<file path="src/common/slcc_regs.vh">
// constants of the scan link connect control block
// assumes inclusion by bare name from design files
`ifndef SLCC_REGS_VH
`define SLCC_REGS_VH
`define SLCC_ADDR_W 10
`define SLCC_POS_W 3
`define SLCC_CFG_W 3
`define SLCC_RESET_ADDR 10'h000
`define SLCC_DISC_ADDR 10'h3fe
`define SLCC_TSYNC_ADDR 10'h3ff
`define SLCC_ACK_BITS 16
`define SLCC_ST_OFF 4'h1
`define SLCC_ST_ON 4'h2
`define SLCC_ST_RESET 4'h4
`define SLCC_ST_MCAST 4'h8
`endif

</file>
<file path="src/slcc_connect.v">
// connect control of a scan path linking gateway
// assumes core_clk at 250 MHz oversamples the primary test clock pins;
// a protocol receiver outside delivers decoded select messages as pulses
// Contract
// - ignore protocols in Exit1-DR, Exit2-DR and Update-DR
// - ignore protocols in Capture-IR through Update-IR, except Pause-IR
// - accept protocols and recognise test sync address in Pause-DR
// - accept protocols and recognise test sync address in Pause-IR
// - connect status from latest address versus node and global addresses
// - zero reset, 3fe disconnect, 3ff multicast, own on, else off
// - on full match send acknowledge, then enter ON status
// - mismatch: OFF at once, no acknowledge, outputs off, mode selects held
// - disconnect address: OFF at once, scan outputs off, mode selects held
// - reset address: RESET at once, mode select outputs forced high
// - test sync: MULTICAST, routed only to paused secondaries, no ack
// - secondaries in reset or idle are dropped from the multicast
// - monitor follows standard TAP diagram on mode select at clock rise
// - monitor starts in Test-Logic-Reset, test reset forces it there
// - reset and idle accept protocols but not the test sync address
// - message is 10 address, 3 position, 3 config bits, lsb first
`include "slcc_regs.vh"
module slcc_connect #(
  parameter NSEC = 3
) (
  input wire core_clk,
  input wire rst,
  input wire ce,
  input wire primary_test_clock,
  input wire primary_mode_select,
  input wire primary_scan_in,
  input wire primary_test_reset_n,
  input wire bypass_n,
  input wire [NSEC-1:0] bypass_cfg,
  input wire [`SLCC_ADDR_W-1:0] node_address_inputs,
  input wire [`SLCC_POS_W-1:0] slot_position_inputs,
  input wire msg_valid,
  input wire [`SLCC_ADDR_W-1:0] msg_addr,
  input wire [`SLCC_POS_W-1:0] msg_pos,
  input wire [`SLCC_CFG_W-1:0] msg_cfg,
  input wire [NSEC-1:0] sec_paused,
  input wire [NSEC-1:0] sec_secondary_scan_in,
  output wire proto_enable,
  output wire tsync_enable,
  output reg ack_active,
  output reg ack_bit,
  output reg primary_scan_out,
  output reg primary_scan_out_oe,
  output reg [NSEC-1:0] secondary_scan_out,
  output reg [NSEC-1:0] secondary_scan_out_oe,
  output reg [NSEC-1:0] secondary_mode_select,
  output reg [3:0] status_reg
);
  // ****************************************************************
  // tap monitor states
  // ****************************************************************
  localparam [15:0] S_TLR = 16'h0001;
  localparam [15:0] S_RTI = 16'h0002;
  localparam [15:0] S_SDR = 16'h0004;
  localparam [15:0] S_CDR = 16'h0008;
  localparam [15:0] S_SHDR = 16'h0010;
  localparam [15:0] S_E1DR = 16'h0020;
  localparam [15:0] S_PDR = 16'h0040;
  localparam [15:0] S_E2DR = 16'h0080;
  localparam [15:0] S_UDR = 16'h0100;
  localparam [15:0] S_SIR = 16'h0200;
  localparam [15:0] S_CIR = 16'h0400;
  localparam [15:0] S_SHIR = 16'h0800;
  localparam [15:0] S_E1IR = 16'h1000;
  localparam [15:0] S_PIR = 16'h2000;
  localparam [15:0] S_E2IR = 16'h4000;
  localparam [15:0] S_UIR = 16'h8000;
  localparam integer ACK_MSG_N = `SLCC_ACK_BITS;

  wire [4:0] pin_s;
  wire tck_s = pin_s[0];
  wire tms_s = pin_s[1];
  wire tdi_s = pin_s[2];
  // active-low pins pass inverted, so a cleared flop reads as released
  wire trst_n_s = ~pin_s[3];
  wire byp_n_s = ~pin_s[4];
  wire [NSEC-1:0] bcfg_s;
  slcc_sync #(.W(5)) u_sync_pins (
    .core_clk(core_clk),
    .rst(rst),
    .ce(ce),
    .d({~bypass_n, ~primary_test_reset_n, primary_scan_in,
        primary_mode_select, primary_test_clock}),
    .q(pin_s)
  );
  slcc_sync #(.W(NSEC)) u_sync_cfg (
    .core_clk(core_clk),
    .rst(rst),
    .ce(ce),
    .d(bypass_cfg),
    .q(bcfg_s)
  );

  reg tck_d_reg;
  reg [15:0] tap_reg;
  reg [15:0] tap_next;
  reg [NSEC-1:0] cfg_reg;
  reg [NSEC-1:0] mcast_reg;
  reg [`SLCC_ACK_BITS-1:0] ack_sh_reg;
  reg [4:0] ack_cnt_reg;
  wire tck_rise = tck_s & ~tck_d_reg;
  wire tck_fall = ~tck_s & tck_d_reg;

  // ****************************************************************
  // tap state monitor
  // ****************************************************************
  always @* begin
    tap_next = tap_reg;
    case (tap_reg)
      S_TLR: tap_next = tms_s ? S_TLR : S_RTI;
      S_RTI: tap_next = tms_s ? S_SDR : S_RTI;
      S_SDR: tap_next = tms_s ? S_SIR : S_CDR;
      S_CDR: tap_next = tms_s ? S_E1DR : S_SHDR;
      S_SHDR: tap_next = tms_s ? S_E1DR : S_SHDR;
      S_E1DR: tap_next = tms_s ? S_UDR : S_PDR;
      S_PDR: tap_next = tms_s ? S_E2DR : S_PDR;
      S_E2DR: tap_next = tms_s ? S_UDR : S_SHDR;
      S_UDR: tap_next = tms_s ? S_SDR : S_RTI;
      S_SIR: tap_next = tms_s ? S_TLR : S_CIR;
      S_CIR: tap_next = tms_s ? S_E1IR : S_SHIR;
      S_SHIR: tap_next = tms_s ? S_E1IR : S_SHIR;
      S_E1IR: tap_next = tms_s ? S_UIR : S_PIR;
      S_PIR: tap_next = tms_s ? S_E2IR : S_PIR;
      S_E2IR: tap_next = tms_s ? S_UIR : S_SHIR;
      S_UIR: tap_next = tms_s ? S_SDR : S_RTI;
      default: tap_next = S_TLR;
    endcase
  end

  always @(posedge core_clk or posedge rst) begin
    if (rst) begin
      tck_d_reg <= 1'b0;
      tap_reg <= S_TLR;
    end else if (ce) begin
      tck_d_reg <= tck_s;
      if (!trst_n_s) begin
        tap_reg <= S_TLR;
      end else if (tck_rise) begin
        tap_reg <= tap_next;
      end
    end
  end

  // ****************************************************************
  // protocol acceptance windows
  // ****************************************************************
  // pause states: the only ones where the test sync address counts
  function slcc_in_pause;
    input [15:0] s;
    begin
      slcc_in_pause = (s == S_PDR) || (s == S_PIR);
    end
  endfunction

  // only the four stable non-shift states open the window
  function slcc_in_window;
    input [15:0] s;
    begin
      slcc_in_window = (s == S_TLR) || (s == S_RTI) || slcc_in_pause(s);
    end
  endfunction

  assign proto_enable = trst_n_s & byp_n_s &
    slcc_in_window(tap_reg);
  assign tsync_enable = proto_enable & slcc_in_pause(tap_reg);

  // ****************************************************************
  // address decode
  // ****************************************************************
  function [3:0] slcc_decode;
    input [`SLCC_ADDR_W-1:0] a;
    input [`SLCC_POS_W-1:0] p;
    input ts_ok;
    begin
      if (a == `SLCC_RESET_ADDR) begin
        slcc_decode = `SLCC_ST_RESET;
      end else if (a == `SLCC_TSYNC_ADDR && ts_ok) begin
        slcc_decode = `SLCC_ST_MCAST;
      end else if (a == `SLCC_DISC_ADDR) begin
        slcc_decode = `SLCC_ST_OFF;
      end else if (a == node_address_inputs &&
                   p == slot_position_inputs) begin
        slcc_decode = `SLCC_ST_ON;
      end else begin
        slcc_decode = `SLCC_ST_OFF;
      end
    end
  endfunction

  wire msg_take = msg_valid & proto_enable & ~ack_active;
  wire [3:0] result = slcc_decode(msg_addr, msg_pos, tsync_enable);

  // ****************************************************************
  // connect status and acknowledge
  // ****************************************************************
  always @(posedge core_clk or posedge rst) begin
    if (rst) begin
      status_reg <= `SLCC_ST_OFF;
      cfg_reg <= {NSEC{1'b0}};
      mcast_reg <= {NSEC{1'b0}};
      ack_active <= 1'b0;
      ack_bit <= 1'b0;
      ack_sh_reg <= {`SLCC_ACK_BITS{1'b0}};
      ack_cnt_reg <= 5'h00;
    end else if (ce) begin
      // test reset wins, even over an acknowledge in flight
      if (!trst_n_s) begin
        status_reg <= `SLCC_ST_RESET;
        ack_active <= 1'b0;
      end else if (ack_active) begin
        if (tck_fall) begin
          ack_bit <= ack_sh_reg[0];
          ack_sh_reg <= {1'b0, ack_sh_reg[`SLCC_ACK_BITS-1:1]};
          ack_cnt_reg <= ack_cnt_reg - 5'h01;
          if (ack_cnt_reg == 5'h01) begin
            ack_active <= 1'b0;
            status_reg <= `SLCC_ST_ON;
          end
        end
      end else if (msg_take) begin
        // off first, then upgrade after acknowledge
        if (result == `SLCC_ST_ON) begin
          status_reg <= `SLCC_ST_OFF;
          cfg_reg <= msg_cfg[NSEC-1:0];
          ack_sh_reg <= {msg_cfg, msg_pos, msg_addr};
          ack_cnt_reg <= ACK_MSG_N[4:0];
          ack_active <= 1'b1;
        end else begin
          status_reg <= result;
          if (result == `SLCC_ST_MCAST) begin
            mcast_reg <= sec_paused;
          end
        end
      end
    end
  end

  // ****************************************************************
  // secondary and primary routing
  // ****************************************************************
  reg [NSEC-1:0] route;
  integer i;
  always @* begin
    if (!byp_n_s) begin
      route = bcfg_s;
    end else if (status_reg == `SLCC_ST_ON) begin
      route = cfg_reg;
    end else if (status_reg == `SLCC_ST_MCAST) begin
      route = mcast_reg;
    end else begin
      route = {NSEC{1'b0}};
    end
  end

  always @(posedge core_clk or posedge rst) begin
    if (rst) begin
      primary_scan_out <= 1'b0;
      primary_scan_out_oe <= 1'b0;
      secondary_scan_out <= {NSEC{1'b0}};
      secondary_scan_out_oe <= {NSEC{1'b0}};
      secondary_mode_select <= {NSEC{1'b1}};
    end else if (ce) begin
      primary_scan_out <= 1'b0;
      primary_scan_out_oe <= 1'b0;
      // the acknowledge owns the primary output while it runs
      if (ack_active) begin
        primary_scan_out <= ack_bit;
        primary_scan_out_oe <= 1'b1;
      end else if (status_reg == `SLCC_ST_ON || !byp_n_s) begin
        for (i = 0; i < NSEC; i = i + 1) begin
          if (route[i]) begin
            primary_scan_out <= sec_secondary_scan_in[i];
            primary_scan_out_oe <= 1'b1;
          end
        end
      end
      for (i = 0; i < NSEC; i = i + 1) begin
        secondary_scan_out[i] <= tdi_s;
        secondary_scan_out_oe[i] <= route[i];
        if (!trst_n_s || (status_reg == `SLCC_ST_RESET && byp_n_s)) begin
          secondary_mode_select[i] <= 1'b1;
        end else if (route[i]) begin
          secondary_mode_select[i] <= tms_s;
        end
        // unrouted mode selects hold their last level
      end
    end
  end
endmodule

</file>
<file path="src/slcc_sync.v">
// two-flop synchroniser for a group of asynchronous inputs
// assumes core_clk domain, async active high reset
module slcc_sync #(
  parameter W = 1
) (
  input wire core_clk,
  input wire rst,
  input wire ce,
  input wire [W-1:0] d,
  output reg [W-1:0] q
);
  reg [W-1:0] meta_reg;
  always @(posedge core_clk or posedge rst) begin
    if (rst) begin
      meta_reg <= {W{1'b0}};
      q <= {W{1'b0}};
    end else if (ce) begin
      meta_reg <= d;
      q <= meta_reg;
    end
  end
endmodule

</file>
<file path="config.mk">
export PLATFORM = sky130hd
export DESIGN_NAME = slcc_connect
export DESIGN_NICKNAME = d
export VERILOG_FILES = /design/src/slcc_connect.v /design/src/slcc_sync.v
export VERILOG_INCLUDE_DIRS = /design/src /design/src/common
export SDC_FILE = /design/constraint.sdc
export NUM_CORES = 1
export LEC_CHECK = 0
export ABC_AREA = 1
export BUFFER_PORTS_ARGS = -buffer_cell sky130_fd_sc_hd__clkbuf_2
export CAP_MARGIN = 10
export CORE_MARGIN = 1.5
export CORE_UTILIZATION = 57
export CTS_CLUSTER_SIZE = 14
export DETAILED_ROUTE_END_ITERATION = 8
export PLACE_DENSITY = 0.85
export SYNTH_ARGS = -nofsm -noshare
export SYNTH_HDL_FRONTEND = slang
export SYNTH_SLANG_ARGS = --single-unit
</file>
<file path="constraint.sdc">
create_clock -name core_clk -period 3.85 [get_ports core_clk]
set_clock_uncertainty 0.15 [all_clocks]
set_input_delay 0.9625 -clock core_clk [delete_from_list [all_inputs] [get_ports core_clk]]
set_output_delay 0.9625 -clock core_clk [all_outputs]
set_load 0.1 [all_outputs]
</file>
==> summary.md <==
| Metric | Value |
|---|---|
| Outcome | `finished clean` |
| Area Overhead vs Synth | `13.92%` |
| Worst-case setup slack after placement | `0.9025 ns` |
| Slowest library cell on the worst path | `sky130_fd_sc_hd__clkbuf_2` |
| Worst IR drop on VDD | `0.0002106 V` |
| Setup repair after global routing missed its margin | `no` |
| Weighted congestion reported at the end of routability-driven placement | `0.9745` |
| Data arrival time of the critical path | `2.25 ns` |
| 1st-iter DRT viols | `291` |
| Share of synthesized flip-flops with an asynchronous set or reset | `1.000` |
| Area contributors post-synth | `sky130_fd_sc_hd__dfrtp_1 41%, sky130_fd_sc_hd__nand2_1 17%, sky130_fd_sc_hd__o21ai_0 5.9%` |
| Number of input and output port buffers inserted | `65` |
| Detailed Place HPWL | `7.089 mm` |
| Maximum buffer depth of the clock tree | `2` |
| Die outline height | `just under 90 um` |
| Number of nets in the layout | `690` |
| TritonCTS Buffers | `9` |
| Max_cap viols | `0` |
| Fill cell instance count of the final layout | `628` |
| Post-synthesis sequential area ratio | `0.4458` |
| Library cell occupying the most area in the post-synthesis netlist | `sky130_fd_sc_hd__dfrtp_1` |
| Initial antenna violation count | `0` |
| Kind of cell adding the most delay to the critical path | `simple AND/OR/NAND/NOR gates` |
| Root buffer cell | `sky130_fd_sc_hd__clkbuf_8` |
| Final slew viol count | `0` |
| Reg2reg end | `ack_cnt_reg[4]$_DFFE_PP0P_` |
| Rel. slew slack | `0.5788` |
| Most frequent cells after synthesis | `196 x sky130_fd_sc_hd__nand2_1, 70 x sky130_fd_sc_hd__dfrtp_1, 63 x sky130_fd_sc_hd__inv_1` |
| Via count of the first global-routing pass | `3674` |
| Endpoints failing setup | `0` |
| Num ports | `66` |
| Num Clock Sinks | `75` |
| Via-to-Cell Ratio | `5.391` |
| Clock H-tree levels | `3` |
| Worst Setup Slack, final | `0.4913 ns` |
| Number of antenna repair diodes | `0` |
| Unique masters post-synth | `36` |
| Measured slew at the worst slew-check pin | `0.6311 ns` |
| Setup fix buffers added after clock tree synthesis | `0` |
| Source of the worst hold timing path | `ack_sh_reg[10]$_DFFE_PP0P_` |
| Number of core rows | `31` |
| Reg clk slew, reported paths | `0.08 ns` |
| Starting density of the core | `0.5855` |
| Combined buffer and inverter count along the critical path | `2` |
| Mux cell area share after synthesis | `0.005036` |
| Hold path depth | `2` |
| Post-synth EDFFs | `0` |
| Synth warnings | `0` |
| Sequential cell area | `1883 um^2` |
| Clock period minus final worst setup slack | `3.359 ns` |
| Via total after detailed routing | `4016` |
| Amount of wire on met2 after detailed routing | `approximately 4.9 mm` |
| Final Hold Viols | `0` |
| Setup TNS | `0 ns` |
| Total length of routed wires | `9.795 mm` |
| Synth Flop Type | `sky130_fd_sc_hd__dfrtp_1` |
| GRT Resource Usage Total | `0.2670` |
| Max incr delay on CP | `0.45 ns` |
| Proportion of netlist area held by the largest area contributor | `0.4147` |
| Portion of the clock cycle consumed by the worst path in the final layout | `0.8724` |
| Area share of xor/xnor cells in the synthesized design | `0.01244` |
| Main combinational cell family by area after synthesis | `simple AND/OR/NAND/NOR gates` |
| 1st-pass router iterations | `6` |
| Clock tree from TritonCTS | `built` |
| Mean area per synthesized cell | `7.283 um^2` |
| Multi-input combinational cell area | `1981 um^2` |
| Critical path start-end classification | `reg -> out` |
| Count of placed standard cells including taps | `729` |
| Critical-path cell list | `nor2_4 > nand2_2 > nor2_1 > nand2_1 > nand2_4 > inv_2 > nand3_1 > and2_1 > clkbuf_2` |
| Fraction of layout cells with a size suffix above 1 | `0.1842` |
| Final Instance Count excl. Fillers | `approximately 750` |
| Post-synthesis simple-gate area fraction | `0.3469` |
| Netlist area before placement | `4224 um^2` |
| Post-Layout Inst Area | `4812 um^2` |
| Critical path startpoint category | `flop` |
| Synthesized-area fraction occupied by ao, oa, aoi and oai cells | `0.09864` |
| Width of the die | `89.09 um` |
| Crit Path Max Fanout | `5` |
| Top layer used by detailed routing | `met4` |
| Synth Register Bits | `75` |
| Kind of end point of the critical path | `output port` |
| End point of the most critical hold path | `ack_sh_reg[10]$_DFFE_PP0P_` |
| Total overflow reported by the global router | `0` |
| Average wire per cell in the routed design | `13.15 um` |
| Pin count of the biggest net entering global routing | `76` |
| Cell area reported after detailed placement | `4603 um^2` |
| Metal3 WL | `558 um` |
| Cells resized by post-CTS repair | `0` |
| Number of buffers inserted for hold repair after clock tree synthesis | `0` |
| Worst Hold Class | `reg -> reg` |
| R2R Path Start | `tap_reg[2]$_DFFE_PP0P_` |
| Final antenna-violating net count | `0` |
| PwrDens | `486.8 nW/um^2` |
| Met1 Routed Length | `roughly 4.2 mm` |
| Wire length of the first global-routing pass | `16.38 mm` |
| Gate count after technology mapping | `580` |
| Worst reg-to-reg path cell count | `12` |
| Post-synthesis net count | `629` |
| Adder and majority gate portion of the synthesized area | `0.005924` |
| Max frequency | `297.7 MHz` |
| Area of the placeable core | `between 7000 and 8000 um^2` |
| R2r setup slk | `1.34 ns` |
| Worst-Skew Late Latency | `0.36 ns` |
| Drt drc | `0` |
| Leading cell type by number of instances after synthesis | `sky130_fd_sc_hd__nand2_1` |
| Total Die Area | `7936 um^2` |
| Post-layout util | `0.6670` |
| Leakage | `2.615 nW` |
| Data required time at the worst endpoint | `2.74 ns` |
==> metrics by stage <==
stage / hold WS [ns] / power, mW
floorplan: 0.2864 / 1.558
global placement: 0.3042 / 1.687
detailed placement: 0.3095 / 1.700
CTS: 0.3286 / 2.341
global route: 0.3560 / 2.461
finish: 0.3287 / 2.342
==> tightest hold or removal path, delay by kind of cell (launching register included) <==
kind / cells / cell delay, ns
DFF: 1 / 0.35
and+or+nand+nor: 2 / 0.10
==> report_power, final <==
group / internal (mW) / switching (mW) / leakage, nW / total (mW)
clock network: 0.324 / 0.322 / 0.0999 / 0.645
registers: 0.865 / 0.0620 / 0.995 / 0.927
logic: 0.170 / 0.600 / 1.52 / 0.770
total: 1.36 / 0.984 / 2.62 / 2.34
==> cells by family after synthesis <==
| logic type | Yosys count |
|---|---|
| AND/OR/NAND/NOR | 334 |
| buffers and inverters | 85 |
| AO/OA/AOI/OAI | 76 |
| flip-flops | 75 |
| XOR/XNOR | 6 |
| multiplexers | 2 |
| adder cells (fa/ha/maj) | 2 |
==> layer usage <==
layer  GRT usage  up-vias
met1      0.3421     1888
li1            -     1972
met3     0.05633       15
met4     0.08531        0
met5           0        -
met2      0.4539      141
==> area by class of cell <==
cell class	count	area share
clock buffers	10	0.02860
clock inverters	6	0.01482
inverters	66	0.05148
multi-input cells	420	0.4116
flip-flops and latches	75	0.3913
well taps	99	0.02574
repair buffers	69	0.07644
==> placed cells by master, fill, tap and decap left out, types with 2 or more instances in the layout <==
cell type and n:
sky130_fd_sc_hd__inv_1 62, sky130_fd_sc_hd__nor2_2 5, sky130_fd_sc_hd__a21oi_1 11, sky130_fd_sc_hd__nor2_4 5, sky130_fd_sc_hd__o21bai_1 2, sky130_fd_sc_hd__clkbuf_2 65
sky130_fd_sc_hd__xor2_1 2, sky130_fd_sc_hd__nand2_4 4, sky130_fd_sc_hd__nand3_1 49, sky130_fd_sc_hd__dfstp_2 5, sky130_fd_sc_hd__nand4_1 7, sky130_fd_sc_hd__o22ai_1 6
sky130_fd_sc_hd__nor2_1 44, sky130_fd_sc_hd__nor4_1 2, sky130_fd_sc_hd__buf_4 3, sky130_fd_sc_hd__nand2_1 196, sky130_fd_sc_hd__ha_1 2, sky130_fd_sc_hd__inv_2 4
sky130_fd_sc_hd__o21ai_0 50, sky130_fd_sc_hd__dfrtp_1 70, sky130_fd_sc_hd__nand3_2 2, sky130_fd_sc_hd__a31oi_1 3, sky130_fd_sc_hd__nand2_2 6, sky130_fd_sc_hd__clkinvlp_4 2
sky130_fd_sc_hd__inv_6 3, sky130_fd_sc_hd__nor3_1 12, sky130_fd_sc_hd__clkbuf_8 10, sky130_fd_sc_hd__xnor2_1 4
==> worst max path at each step <==
| stage | from | endpoint | slack, ns | cells after the start |
|---|---|---|---|---|
| 5_1_grt | tap_reg[1]$_DFFE_PP0P_ | proto_enable | 0.35 | 9 |
| 3_3_place_gp | tap_reg[8]$_DFFE_PP0P_ | proto_enable | 0.95 | 9 |
| 6_report | tap_reg[2]$_DFFE_PP0P_ | proto_enable | 0.49 | 9 |
| 3_5_place_dp | tap_reg[2]$_DFFE_PP0P_ | proto_enable | 0.90 | 9 |
| 2_1_floorplan | rst | ack_active$_DFFE_PP0P_ | 0.84 | 1 |
| 4_1_cts | tap_reg[2]$_DFFE_PP0P_ | proto_enable | 0.49 | 9 |
Note: power is estimated with default switching activity, not from simulation.
